[src/rtl/wawc_pkg.sv]
// Constants, types and the timeout decode for the watchdog and wake-up block.
// Assumes a single bus clock; the oscillator tick arrives as a one-cycle
// strobe already synchronous to that clock.
package wawc_pkg;

    // ------------------------------------------------------------------
    // Register byte offsets
    // ------------------------------------------------------------------
    localparam logic [7:0] OFF_CTRL    = 8'h00;
    localparam logic [7:0] OFF_RSTSRC  = 8'h04;
    localparam logic [7:0] OFF_STATUS  = 8'h08;
    localparam logic [7:0] OFF_WAKE_EN = 8'h0c;
    localparam logic [7:0] OFF_WAKE_POL = 8'h10;

    // ------------------------------------------------------------------
    // Field layout and reset values
    // ------------------------------------------------------------------
    localparam int         KEY_LSB    = 3;
    localparam int         SEL_LSB    = 0;
    localparam logic [7:0] CTRL_POR   = 8'h53;
    localparam logic [4:0] KEY_ENABLE  = 5'h0a;
    localparam logic [4:0] KEY_DISABLE = 5'h15;
    localparam int         RSF_CORRUPT_BIT = 0;
    localparam int         ST_TO_BIT   = 0;
    localparam int         ST_PDF_BIT  = 1;
    localparam int         ST_HALT_BIT = 2;
    localparam int         CORRUPT_TICKS_DEF = 4;

    // ------------------------------------------------------------------
    // Types
    // ------------------------------------------------------------------
    typedef enum logic [1:0] {
        ST_RUN  = 2'b01,
        ST_HALT = 2'b10
    } wawc_state_t;

    // Instruction and core events, one-cycle strobes except stack_full
    typedef struct packed {
        logic clear_watchdog_instruction_instr;
        logic halt_instr;
        logic usb_reset;
        logic stack_full;
    } wawc_core_t;

    // Terminal count for each timeout select code (ticks minus one)
    function automatic logic [17:0] wawc_limit(input logic [2:0] sel);
        logic [17:0] lim;
        lim = 18'h3ffff;
        case (sel)
            3'h0:    lim = 18'h000ff;
            3'h1:    lim = 18'h003ff;
            3'h2:    lim = 18'h00fff;
            3'h3:    lim = 18'h03fff;
            3'h4:    lim = 18'h07fff;
            3'h5:    lim = 18'h0ffff;
            3'h6:    lim = 18'h1ffff;
            default: lim = 18'h3ffff;
        endcase
        return lim;
    endfunction

endpackage

[src/rtl/wawc_top.sv]
// Watchdog timer with key-protected enable, corruption reset and the
// sleep/idle wake-up decision for the core.
// Assumes an AHB-Lite master, a core that strobes its clear and halt
// instructions, and an oscillator tick synchronous to hclk.
//
// Notes on behaviour
// Counter advances on the low-speed oscillator tick, dividing 2^8..2^18.
// Select codes 0..7 give 2^8,10,12,14,15,16,17,18 ticks.
// Key 10101 disables the watchdog, key 01010 enables it.
// Any other key resets the MCU after a delay and sets corruption flag.
// After power on the key is 01010 and select is 011.
// Corruption flag set only by corruption reset, cleared only by software zero.
// Overflow while running requests a device reset and sets time-out flag.
// Overflow while halted sets time-out flag and resets only PC and SP.
// Counter clears on corruption, clear instruction, halt, or reset pin low.
// Halted core wakes on pin reset, USB reset, pin edge, interrupt, overflow.
// Pin or USB reset wake gives full reset; overflow wake gives watchdog reset.
// Power-down flag clears on power-up and clear instruction, sets on halt.
// Each pin may wake on its active edge; execution resumes after halt.
// Disabled or stack-full interrupt wake resumes after halt, request stays pending.
// Enabled interrupt with free stack gets its normal response at wake.
// Interrupt already requested at halt cannot wake the core.
// Power-on reset holds the program counter at zero.
// Halt clears the counter; it runs on only if enabled.
// Halt clears the time-out flag and sets the power-down flag.
// Corruption delay is a parameter count of ticks ending in reset request.
// Overflow when counter reaches selected count; select change applies next compare.
//
// Decided for this implementation: the AHB-Lite interface to the registers and the register offsets.

`timescale 1ns/100ps
`default_nettype none

module wawc_top
    import wawc_pkg::*;
#(
    parameter int PINS          = 8,
    parameter int IRQS          = 8,
    parameter int CORRUPT_TICKS = CORRUPT_TICKS_DEF
) (
    input  wire logic              hclk,
    input  wire logic              hresetn,
    input  wire logic              ce,
    input  wire logic              hsel,
    input  wire logic [31:0]       haddr,
    input  wire logic [1:0]        htrans,
    input  wire logic              hwrite,
    input  wire logic [2:0]        hsize,
    input  wire logic [31:0]       hwdata,
    input  wire logic              hready,
    output logic      [31:0]       hrdata,
    output logic                   hreadyout,
    output logic                   hresp,
    input  wire logic              watchdog_tick,
    input  wire wawc_core_t        core_ev,
    input  wire logic              external_reset_pin_n,
    input  wire logic [PINS-1:0]   wake_pins,
    input  wire logic [IRQS-1:0]   irq_req,
    input  wire logic [IRQS-1:0]   irq_en,
    output logic                   mcu_reset_req,
    output logic                   pc_sp_reset,
    output logic                   resume_after_halt,
    output logic      [IRQS-1:0]   irq_service,
    output logic                   core_halted
);

    // ------------------------------------------------------------------
    // AHB-Lite slave
    // ------------------------------------------------------------------
    // Reads take one wait state so a read straight after a write to the
    // same register sees the new value.
    logic        wr_pend_r;
    logic        rd_pend_r;
    logic [7:0]  addr_r;
    logic [31:0] hrdata_r;
    logic        hreadyout_r;
    logic        hresp_r;

    wire addr_ok = hsel & hready & htrans[1];
    wire rd_req  = addr_ok & ~hwrite;
    wire wr_req  = addr_ok & hwrite;

    always_ff @(posedge hclk or negedge hresetn) begin
        if (!hresetn) begin
            wr_pend_r   <= 1'b0;
            rd_pend_r   <= 1'b0;
            addr_r      <= 8'h00;
            hreadyout_r <= 1'b1;
            hresp_r     <= 1'b0;
        end else if (ce) begin
            wr_pend_r   <= wr_req;
            rd_pend_r   <= rd_req;
            hreadyout_r <= ~rd_req;
            hresp_r     <= 1'b0;
            if (addr_ok) begin
                addr_r <= haddr[7:0];
            end
        end
    end

    wire wr_ctrl = wr_pend_r & (addr_r == OFF_CTRL);
    wire wr_rsf  = wr_pend_r & (addr_r == OFF_RSTSRC);
    wire wr_wen  = wr_pend_r & (addr_r == OFF_WAKE_EN);
    wire wr_wpol = wr_pend_r & (addr_r == OFF_WAKE_POL);

    // ------------------------------------------------------------------
    // Control register and key decode
    // ------------------------------------------------------------------
    logic [7:0] ctrl_r;
    logic [7:0] ctrl_nxt;
    logic [7:0] cor_cnt_r;
    logic       wrf_r;

    wire [4:0] key_field = ctrl_r[KEY_LSB +: 5];
    wire [2:0] sel_field = ctrl_r[SEL_LSB +: 3];
    // key decode
    wire key_en  = (key_field == KEY_ENABLE);
    wire key_dis = (key_field == KEY_DISABLE);
    wire key_bad = ~key_en & ~key_dis;

    // corruption delay ends
    wire corrupt_fire = key_bad & watchdog_tick &
                        (cor_cnt_r == 8'(CORRUPT_TICKS - 1));

    // corruption reloads defaults
    // power-on defaults
    assign ctrl_nxt = corrupt_fire ? CTRL_POR :
                      wr_ctrl      ? hwdata[7:0] : ctrl_r;

    always_ff @(posedge hclk or negedge hresetn) begin
        if (!hresetn) begin
            ctrl_r <= CTRL_POR;
        end else if (ce) begin
            ctrl_r <= ctrl_nxt;
        end
    end

    // tick-counted delay
    always_ff @(posedge hclk or negedge hresetn) begin
        if (!hresetn) begin
            cor_cnt_r <= 8'h00;
        end else if (ce) begin
            if (!key_bad || corrupt_fire) begin
                cor_cnt_r <= 8'h00;
            end else if (watchdog_tick) begin
                cor_cnt_r <= cor_cnt_r + 8'h01;
            end
        end
    end

    // sticky, set wins over clear
    always_ff @(posedge hclk or negedge hresetn) begin
        if (!hresetn) begin
            wrf_r <= 1'b0;
        end else if (ce) begin
            if (corrupt_fire) begin
                wrf_r <= 1'b1;
            end else if (wr_rsf && !hwdata[RSF_CORRUPT_BIT]) begin
                wrf_r <= 1'b0;
            end
        end
    end

    // ------------------------------------------------------------------
    // Watchdog counter
    // ------------------------------------------------------------------
    logic [17:0] cnt_r;

    // timeout decode
    wire [17:0] cnt_limit = wawc_limit(sel_field);
    // four clearing events
    wire clr_src  = core_ev.clear_watchdog_instruction_instr | core_ev.halt_instr |
                    ~external_reset_pin_n | corrupt_fire;
    // counts oscillator ticks
    // stopped while disabled
    wire tick_run = watchdog_tick & key_en;
    // compare against current select; >= absorbs a shrunk select
    wire ovf      = tick_run & (cnt_r >= cnt_limit) & ~clr_src;

    always_ff @(posedge hclk or negedge hresetn) begin
        if (!hresetn) begin
            cnt_r <= 18'h00000;
        end else if (ce) begin
            if (clr_src || ovf) begin
                cnt_r <= 18'h00000;
            end else if (tick_run) begin
                cnt_r <= cnt_r + 18'h00001;
            end
        end
    end

    // ------------------------------------------------------------------
    // Wake pin configuration and edge detect
    // ------------------------------------------------------------------
    logic [PINS-1:0] wake_en_r;
    logic [PINS-1:0] wake_pol_r;
    logic [PINS-1:0] pin_prev_r;
    logic [PINS-1:0] pin_edge;

    always_ff @(posedge hclk or negedge hresetn) begin
        if (!hresetn) begin
            wake_en_r  <= '0;
            wake_pol_r <= '0;
            pin_prev_r <= '0;
        end else if (ce) begin
            pin_prev_r <= wake_pins;
            if (wr_wen) begin
                wake_en_r <= hwdata[PINS-1:0];
            end
            if (wr_wpol) begin
                wake_pol_r <= hwdata[PINS-1:0];
            end
        end
    end

    // per-pin active edge
    genvar gi;
    generate
        for (gi = 0; gi < PINS; gi++) begin : g_pin
            assign pin_edge[gi] = wake_en_r[gi] &
                (wake_pol_r[gi] ? (wake_pins[gi] & ~pin_prev_r[gi])
                                : (~wake_pins[gi] & pin_prev_r[gi]));
        end
    endgenerate

    wire pin_wake = |pin_edge;

    // ------------------------------------------------------------------
    // Halt state and wake decision
    // ------------------------------------------------------------------
    wawc_state_t     state_r;
    wawc_state_t     state_nxt;
    logic [IRQS-1:0] irq_armed_r;
    logic            mcu_reset_req_r;
    logic            pc_sp_reset_r;
    logic            resume_r;
    logic [IRQS-1:0] irq_service_r;
    logic            to_r;
    logic            pdf_r;

    wire in_run  = (state_r == ST_RUN);
    wire in_halt = (state_r == ST_HALT);
    wire halt_go = in_run & core_ev.halt_instr;

    // only requests raised after halt
    wire [IRQS-1:0] irq_wake = irq_req & irq_armed_r;
    wire            irq_any  = |irq_wake;
    // enabled with free stack
    wire [IRQS-1:0] irq_take = irq_wake & irq_en;
    wire            serve    = (|irq_take) & ~core_ev.stack_full;

    // five wake sources
    wire w_rst  = ~external_reset_pin_n | core_ev.usb_reset;
    wire w_soft = ~w_rst & ~ovf;
    wire wake   = in_halt & (w_rst | ovf | pin_wake | irq_any);

    always_comb begin
        state_nxt = state_r;
        case (state_r)
            ST_RUN: begin
                if (core_ev.halt_instr) begin
                    state_nxt = ST_HALT;
                end
            end
            ST_HALT: begin
                if (wake) begin
                    state_nxt = ST_RUN;
                end
            end
            default: state_nxt = ST_RUN;
        endcase
    end

    // running overflow resets device
    // reset-type wake
    // corruption reset request
    wire mcu_rst_nxt  = corrupt_fire | (in_run & ovf) | (in_halt & w_rst);
    // halted overflow resets PC and SP only
    wire pc_sp_nxt    = in_halt & ovf & ~w_rst;
    // pin wake resumes after halt
    // unserved interrupt resumes after halt
    wire resume_nxt   = in_halt & w_soft & ~serve & (pin_wake | irq_any);
    wire [IRQS-1:0] service_nxt = (in_halt & w_soft & serve) ? irq_take
                                                              : '0;

    always_ff @(posedge hclk or negedge hresetn) begin
        if (!hresetn) begin
            state_r         <= ST_RUN;
            irq_armed_r     <= '0;
            mcu_reset_req_r <= 1'b0;
            // PC held at zero through power-on
            pc_sp_reset_r   <= 1'b1;
            resume_r        <= 1'b0;
            irq_service_r   <= '0;
        end else if (ce) begin
            state_r         <= state_nxt;
            mcu_reset_req_r <= mcu_rst_nxt;
            pc_sp_reset_r   <= pc_sp_nxt;
            resume_r        <= resume_nxt;
            irq_service_r   <= service_nxt;
            if (halt_go) begin
                irq_armed_r <= ~irq_req;
            end
        end
    end

    // ------------------------------------------------------------------
    // Time-out and power-down flags
    // ------------------------------------------------------------------
    always_ff @(posedge hclk or negedge hresetn) begin
        if (!hresetn) begin
            to_r  <= 1'b0;
            pdf_r <= 1'b0;
        end else if (ce) begin
            // set on overflow
            // halt clears time-out
            if (ovf) begin
                to_r <= 1'b1;
            end else if (halt_go) begin
                to_r <= 1'b0;
            end
            // power-down flag
            if (halt_go) begin
                pdf_r <= 1'b1;
            end else if (core_ev.clear_watchdog_instruction_instr) begin
                pdf_r <= 1'b0;
            end
        end
    end

    // ------------------------------------------------------------------
    // Read mux
    // ------------------------------------------------------------------
    wire [31:0] rd_mux =
        (addr_r == OFF_CTRL)     ? {24'h000000, ctrl_r} :
        (addr_r == OFF_RSTSRC)   ? {31'h0, wrf_r} :
        (addr_r == OFF_STATUS)   ? {29'h0, in_halt, pdf_r, to_r} :
        (addr_r == OFF_WAKE_EN)  ? 32'(wake_en_r) :
        (addr_r == OFF_WAKE_POL) ? 32'(wake_pol_r) : 32'h00000000;

    always_ff @(posedge hclk or negedge hresetn) begin
        if (!hresetn) begin
            hrdata_r <= 32'h00000000;
        end else if (ce && rd_pend_r) begin
            hrdata_r <= rd_mux;
        end
    end

    assign hrdata            = hrdata_r;
    assign hreadyout         = hreadyout_r;
    assign hresp             = hresp_r;
    assign mcu_reset_req     = mcu_reset_req_r;
    assign pc_sp_reset       = pc_sp_reset_r;
    assign resume_after_halt = resume_r;
    assign irq_service       = irq_service_r;
    assign core_halted       = state_r[1];
endmodule

`default_nettype wire

[config.mk]
export PLATFORM = sky130hd
export DESIGN_NAME = wawc_top
export DESIGN_NICKNAME = d
export VERILOG_FILES = /design/src/rtl/wawc_pkg.sv /design/src/rtl/wawc_top.sv
export SDC_FILE = /design/constraint.sdc
export NUM_CORES = 1
export LEC_CHECK = 0
export ABC_AREA = 1
export BUFFER_PORTS_ARGS = -buffer_cell sky130_fd_sc_hd__buf_2
export CORE_AREA = 2 2 141 108
export DETAILED_ROUTE_END_ITERATION = 8
export DIE_AREA = 0 0 143 110
export MAX_ROUTING_LAYER = met4
export PLACE_DENSITY = 0.65
export REMOVE_ABC_BUFFERS = 1
export SLEW_MARGIN = 20
export SYNTH_ARGS = -nofsm -noshare
export SYNTH_HDL_FRONTEND = slang
export SYNTH_SLANG_ARGS = --single-unit
[constraint.sdc]
create_clock -name hclk -period 2.4 [get_ports hclk]
set_clock_uncertainty 0.15 [all_clocks]
set_input_delay 0.24 -clock hclk [delete_from_list [all_inputs] [get_ports hclk]]
set_output_delay 0.24 -clock hclk [all_outputs]
set_load 0.02 [all_outputs]
### Yosys cells after proc, flatten, opt, wreduce, memory -nomap -nowiden

Cells that the tools add are included.

* add/subtract/negate cells: 2
* magnitude comparators: 1
* eq/ne operators: 17
* muxes and demuxes: 30
* bitwise gates (word level): 89
* reductions and logical operators: 28

Operators with widths (number)
* 18-bit one-hot mux with 7 select lines: 1
* 8-bit 2-to-1 mux: 10
* 1-bit AND: 50
* 18-bit 2-to-1 mux: 2
* 1-bit NOT: 26
* 8-bit OR reduction: 3
* 2-bit AND reduction: 10
* 18-bit by 1-bit adder with 18-bit output, second input constant: 1
* 18-bit >= comparator: 1
* 8-bit AND: 2
* 8-bit by 4-bit equality test with 1-bit output, second input constant: 2
* 1-bit 2-to-1 mux: 14
* 2-bit nonzero test: 6
* 1-bit bitwise OR: 10
* 3-bit equality test, second input constant: 3
* 8-bit by 1-bit adder with 8-bit output, second input constant: 1
* 8-bit by 2-bit equality test with 1-bit output, second input constant: 1
* 8-bit by 3-bit equality test with 1-bit output, second input constant: 1
* 8-bit by 5-bit equality test with 1-bit output, second input constant: 1
* 8-bit logical NOT: 1
* 8-bit NOT: 1
* 3-bit by 2-bit equality test with 1-bit output, second input constant: 2
* 5-bit by 4-bit equality test with 1-bit output, second input constant: 1
* 5-bit equality test, second input constant: 1
* 12 further kinds: 16

* register bits after elaboration: 125
* input bits: 105
* output and inout port bits: 46
* word-level logic and storage cells: 187

### Depth between registers and ports, before layout

* depth after elaboration: 14
* mapped depth: 14
* mapped depth without buffers: 13

### Worst setup path before layout

No wires, ideal clock.

* path kind: flip-flop to flip-flop
* start point: reg ctrl_r[1]
* end point: reg irq_service_r[0], in the netlist irq_service[0]
* setup time: 0.117 ns
* data arrival time: 1.976 ns
* required time: 2.133 ns
* setup slack: 0.156 ns
* stages on the path, launching flop included: 15
* buffers on the path: 1
* period minus slack after synthesis: 2.244 ns
* path through: dfstp_2 > clkbuf_1 > nand3_1 > ha_1 > nand2_1 > nor2_1 > nand2_1 > nor2_1 > nand2_1 > nand3_2 > nand3_1 > nand2_1 > inv_2 > nand3_1 > nand2_1

* cells in the longest elaborated chain, start to end: 10
* elaborated cells on any way between the ends: 16
* those cells by class: order compare: 1; eq/ne: 6; mux: 2; bitwise: 6; reduce/logical: 1

RTL lines
* start, declared: line wawc_top.sv:109 `logic [7:0] ctrl_r;`
* start signal, assigned: line wawc_top.sv:134 `ctrl_r <= ctrl_nxt;`
* 3-bit equality test, or another cell as far along: line wawc_pkg.sv:49 `case (sel)`
* 18-bit one-hot mux with 7 select lines (*): line wawc_pkg.sv:49
* 18-bit >= comparator (*): line wawc_top.sv:178 `wire ovf = tick_run & (cnt_r >= cnt_limit) & ~clr_src;`
* 1-bit AND (*) (2 in a row): line wawc_top.sv:178
* 1-bit NOT (*): line wawc_top.sv:254 `wire w_soft = ~w_rst & ~ovf;`
* 1-bit AND (*): line wawc_top.sv:254
* 1-bit AND (*) (2 in a row): line wawc_top.sv:283 `wire [IRQS-1:0] service_nxt = (in_halt & w_soft & serve) ? irq_take`
* 8-bit 2-to-1 mux (*): line wawc_top.sv:283
* end signal, assigned: line wawc_top.sv:300 `irq_service_r <= service_nxt;`
* end, declared: line wawc_top.sv:237 `logic [IRQS-1:0] irq_service_r;`

Mark *: on every way between the ends. The rest lies on a longest branch, timed or not.
A chain may end at the register's enable or synchronous reset.

### Worst setup path after layout

* start point: reg ctrl_r[1]
* end point: reg irq_service_r[2], in the netlist irq_service[2]

Same word-level chain as after synthesis.

==> summary.md <==
| Metric | Value |
|---|---|
| Largest family of logic cells by synthesized area | `simple AND/OR/NAND/NOR gates` |
| Layout cell share with drive strength beyond 1 | `16.4%` |
| DIE HEIGHT | `110 microns` |
| Antenna violations before repair | `0` |
| DRC violations left | `0` |
| Detailed placement HPWL | `10.1 mm` |
| Minimum clock period | `2260 ps` |
| Synth Warn # | `0` |
| Routability Congestion | `0.887` |
| # port buffers | `73` |
| Post-layout nets | `952` |
| Leak | `3.51 nW` |
| Fmax | `442 MHz` |
| Post-synthesis compound-gate area fraction | `9.05%` |
| Seq/Total Area, Yosys | `44.8%` |
| Post-synth top area share | `41.6%` |
| Critical Path RT | `2490 ps` |
| Post-Synth Adder-Cell Area | `2.65%` |
| Core ar. | `0.0143 sq mm` |
| CTS tree | `yes` |
| Post-synth top cells | `nand2_1, dfrtp_1, inv_1` |
| Crit path kind | `flip-flop to flip-flop` |
| Asr flop ratio synth | `100%` |
| Root buffer cell | `clkbuf_16` |
| Max transition margin | `59.0%` |
| Leading cell type by number of instances after synthesis | `nand2_1` |
| Post-synth top area cell | `dfrtp_1` |
| Syn_area_per_cell | `7.76 sq um` |
| Overall routing resource usage | `18.8%` |
| Clock latency on the worst-skew pair | `350 ps` |
| Peak VDD IR | `0.458 mV` |
| Largest net degree at the start of global routing | `46` |
| Clk sinks | `101` |
| Status | `completed` |
| Power consumption | `4.11 mW` |
| Routed wire length | `13.6 mm` |
| Die X-Extent | `143 microns` |
| Final Hold Vio Count | `0` |
| Mux contribution to synthesized area | `0.973%` |
| Clock Tree Buf Depth | `2` |
| H-tree levels | `3` |
| Via density per instance | `4.73` |
| Die footprint | `0.0157 sq mm` |
| Post-Synth XOR/XNOR Area | `2.79%` |
| Post-Syn Area | `0.00566 sq mm` |
| Met2 usage in global routing | `26.2%` |
| Final period util | `94.3%` |
| Worst-margin pin slew | `613 ps` |
| Initial Util | `39.5%` |
| TritonRoute pass-1 iters | `5` |
| Post-DR wirelength/cell | `13.1 microns` |
| Area contributors post-synth | `dfrtp_1, nand2_1, inv_1` |
| Area delta synth->final | `20.0%` |
| DR vias | `4917` |
| Max Cap Viol | `0` |
| Inserted Diodes | `0` |
| Min Hold Slack | `10.6 ps` |
| Placed cell area | `0.00623 sq mm` |
| Post-synth EDFFs | `0` |
| Clock slew at reported path FFs | `70 ps` |
| Unique masters post-synth | `42` |
| Most used routing layer | `met1` |
| Worst Setup End Kind | `flip-flop` |
| Slew Limit Fails | `0` |
| Io pins | `151` |
| Post-route antenna net violation count | `0` |
| Num CTS Buffers | `9` |
| Row cnt | `38` |
| Met3 global-route usage | `3.37%` |
| Prevailing post-synth register cell | `dfrtp_1` |
| HP Class | `input pin to flip-flop` |
| Starting DRC count in detailed routing | `288` |
| CP max FO | `8` |
| Synthesized netlist cell count | `729` |
| Total gr overflow | `0` |
| CP arrival | `2350 ps` |
| Number of global-route vias before repair | `4496` |
| CP startpoint kind | `flip-flop` |
| First-pass GRT wire length | `22.6 mm` |
| Final setup viols | `0` |
| Post-Synth Simple-Gate Area | `29.6%` |
| Design area | `0.00678 sq mm` |
| #FFs+latches synth | `101` |
| Unrepaired setup endpoints after global routing | `true` |
| Met1 Track Usage GR | `28.7%` |
| PwrDens | `605 mW/mm^2` |
## worst max-delay path, cell delays in order, from the launching register on
cell and delay (ps):
dfstp_2 600, nand3_1 90, ha_1 300, nand2_1 70, nor2_1 170, nand2_1 80
nor2_1 80, nand2_1 90, nand3_4 120, nand3_4 90, nand2_2 80, inv_2 70
nand3_1 90, nand2_1 50
## where the power goes
group | internal (mW) | total, mW | switching (mW)
Sequential | 1.85 | 1.96 | 0.103
Clock | 0.845 | 1.50 | 0.651
Combinational | 0.230 | 0.655 | 0.425
Total | 2.93 | 4.11 | 1.18
## state kept, by name (all words and copies together), names as in the netlist, 2 cells and up
name,count
irq_armed_r,8
cnt_r,18
pin_prev_r,8
addr_r,8
wake_pol_r,8
ctrl_r,8
wake_en_r,8
state_r,2
irq_service,8
hrdata,8
cor_cnt_r,8
## final timing paths
| path | startpoint | depth (start not counted) | end | slack [ps] |
|---|---|---|---|---|
| setup / recovery | ctrl_r[1] | 13 | irq_service[2] | 140 |
| hold / removal | haddr[3] | 3 | addr_r[3] | 10 |
| setup reg to reg | ctrl_r[1] | 13 | irq_service[2] | 140 |
| hold reg to reg | pc_sp_reset | 2 | pc_sp_reset | 320 |
| max in group asynchronous | hresetn | 3 | pc_sp_reset | 1140 |
| min in group asynchronous | hresetn | 2 | irq_service[4] | 260 |
## cells by family after synthesis
logic type	after synthesis
flip-flops	101
XOR/XNOR	18
multiplexers	5
buffers and inverters	117
adder cells (fa/ha/maj)	12
AND/OR/NAND/NOR	383
other	1
AO/OA/AOI/OAI	92
## through the flow
| stage | setup TNS (ps) | std cells | util, % | worst slack, ps |
|---|---|---|---|---|
| after floorplan | 0 | 713 | - | 314 |
| after global placement | 0 | 1001 | 43.5 | 50.7 |
| after detailed placement | -12.6 | 1001 | 43.5 | -12.6 |
| after CTS | 0 | 1040 | 47.2 | 11.6 |
| after global routing | -27.1 | 1040 | 47.4 | -16.3 |
| final | 0 | 1040 | 47.4 | 137 |
## area by class of cell
class	count	area (sq um)
tap	200	250
sequential	101	2540
clock buffer	10	239
fill	1446	7530
multi-input combinational	535	2670
timing repair buffer	111	733
clock inverter	6	66.3
inverter	77	289
## cell usage in the layout, fill, tap and decap left out, types with 3 or more instances in the layout
master,instances
inv_1,73
a21oi_1,19
xor2_1,18
nand3b_1,8
nand4_1,11
dfrtp_1,94
nand3_1,52
dfstp_2,7
o21ai_1,14
ha_1,12
o31ai_1,3
mux2_2,4
inv_2,3
o21ai_0,42
clkbuf_16,9
o22ai_1,6
nor2_2,5
inv_6,3
dlygate4sd3_1,22
nand2_1,203
buf_4,15
conb_1,25
nor2_1,70
nor3_1,18
buf_2,72
## routing by layer
metal	up-vias	wire length, microns
li1	2513	-
met1	2238	7220
met2	157	5410
met3	9	850
met4	0	103
met5	-	0
## timing repair
item | in CTS | in global routing
endpoints found under the hold margin | 56 | 0
gates resized for setup | 0 | 5
gates cloned | 0 | 0
buffers inserted | 1 | 0
hold buffers | 22 | 0
setup endpoints to repair | 1 | 14
pin swaps | 0 | 2
Note: power is estimated with default switching activity, not from simulation.
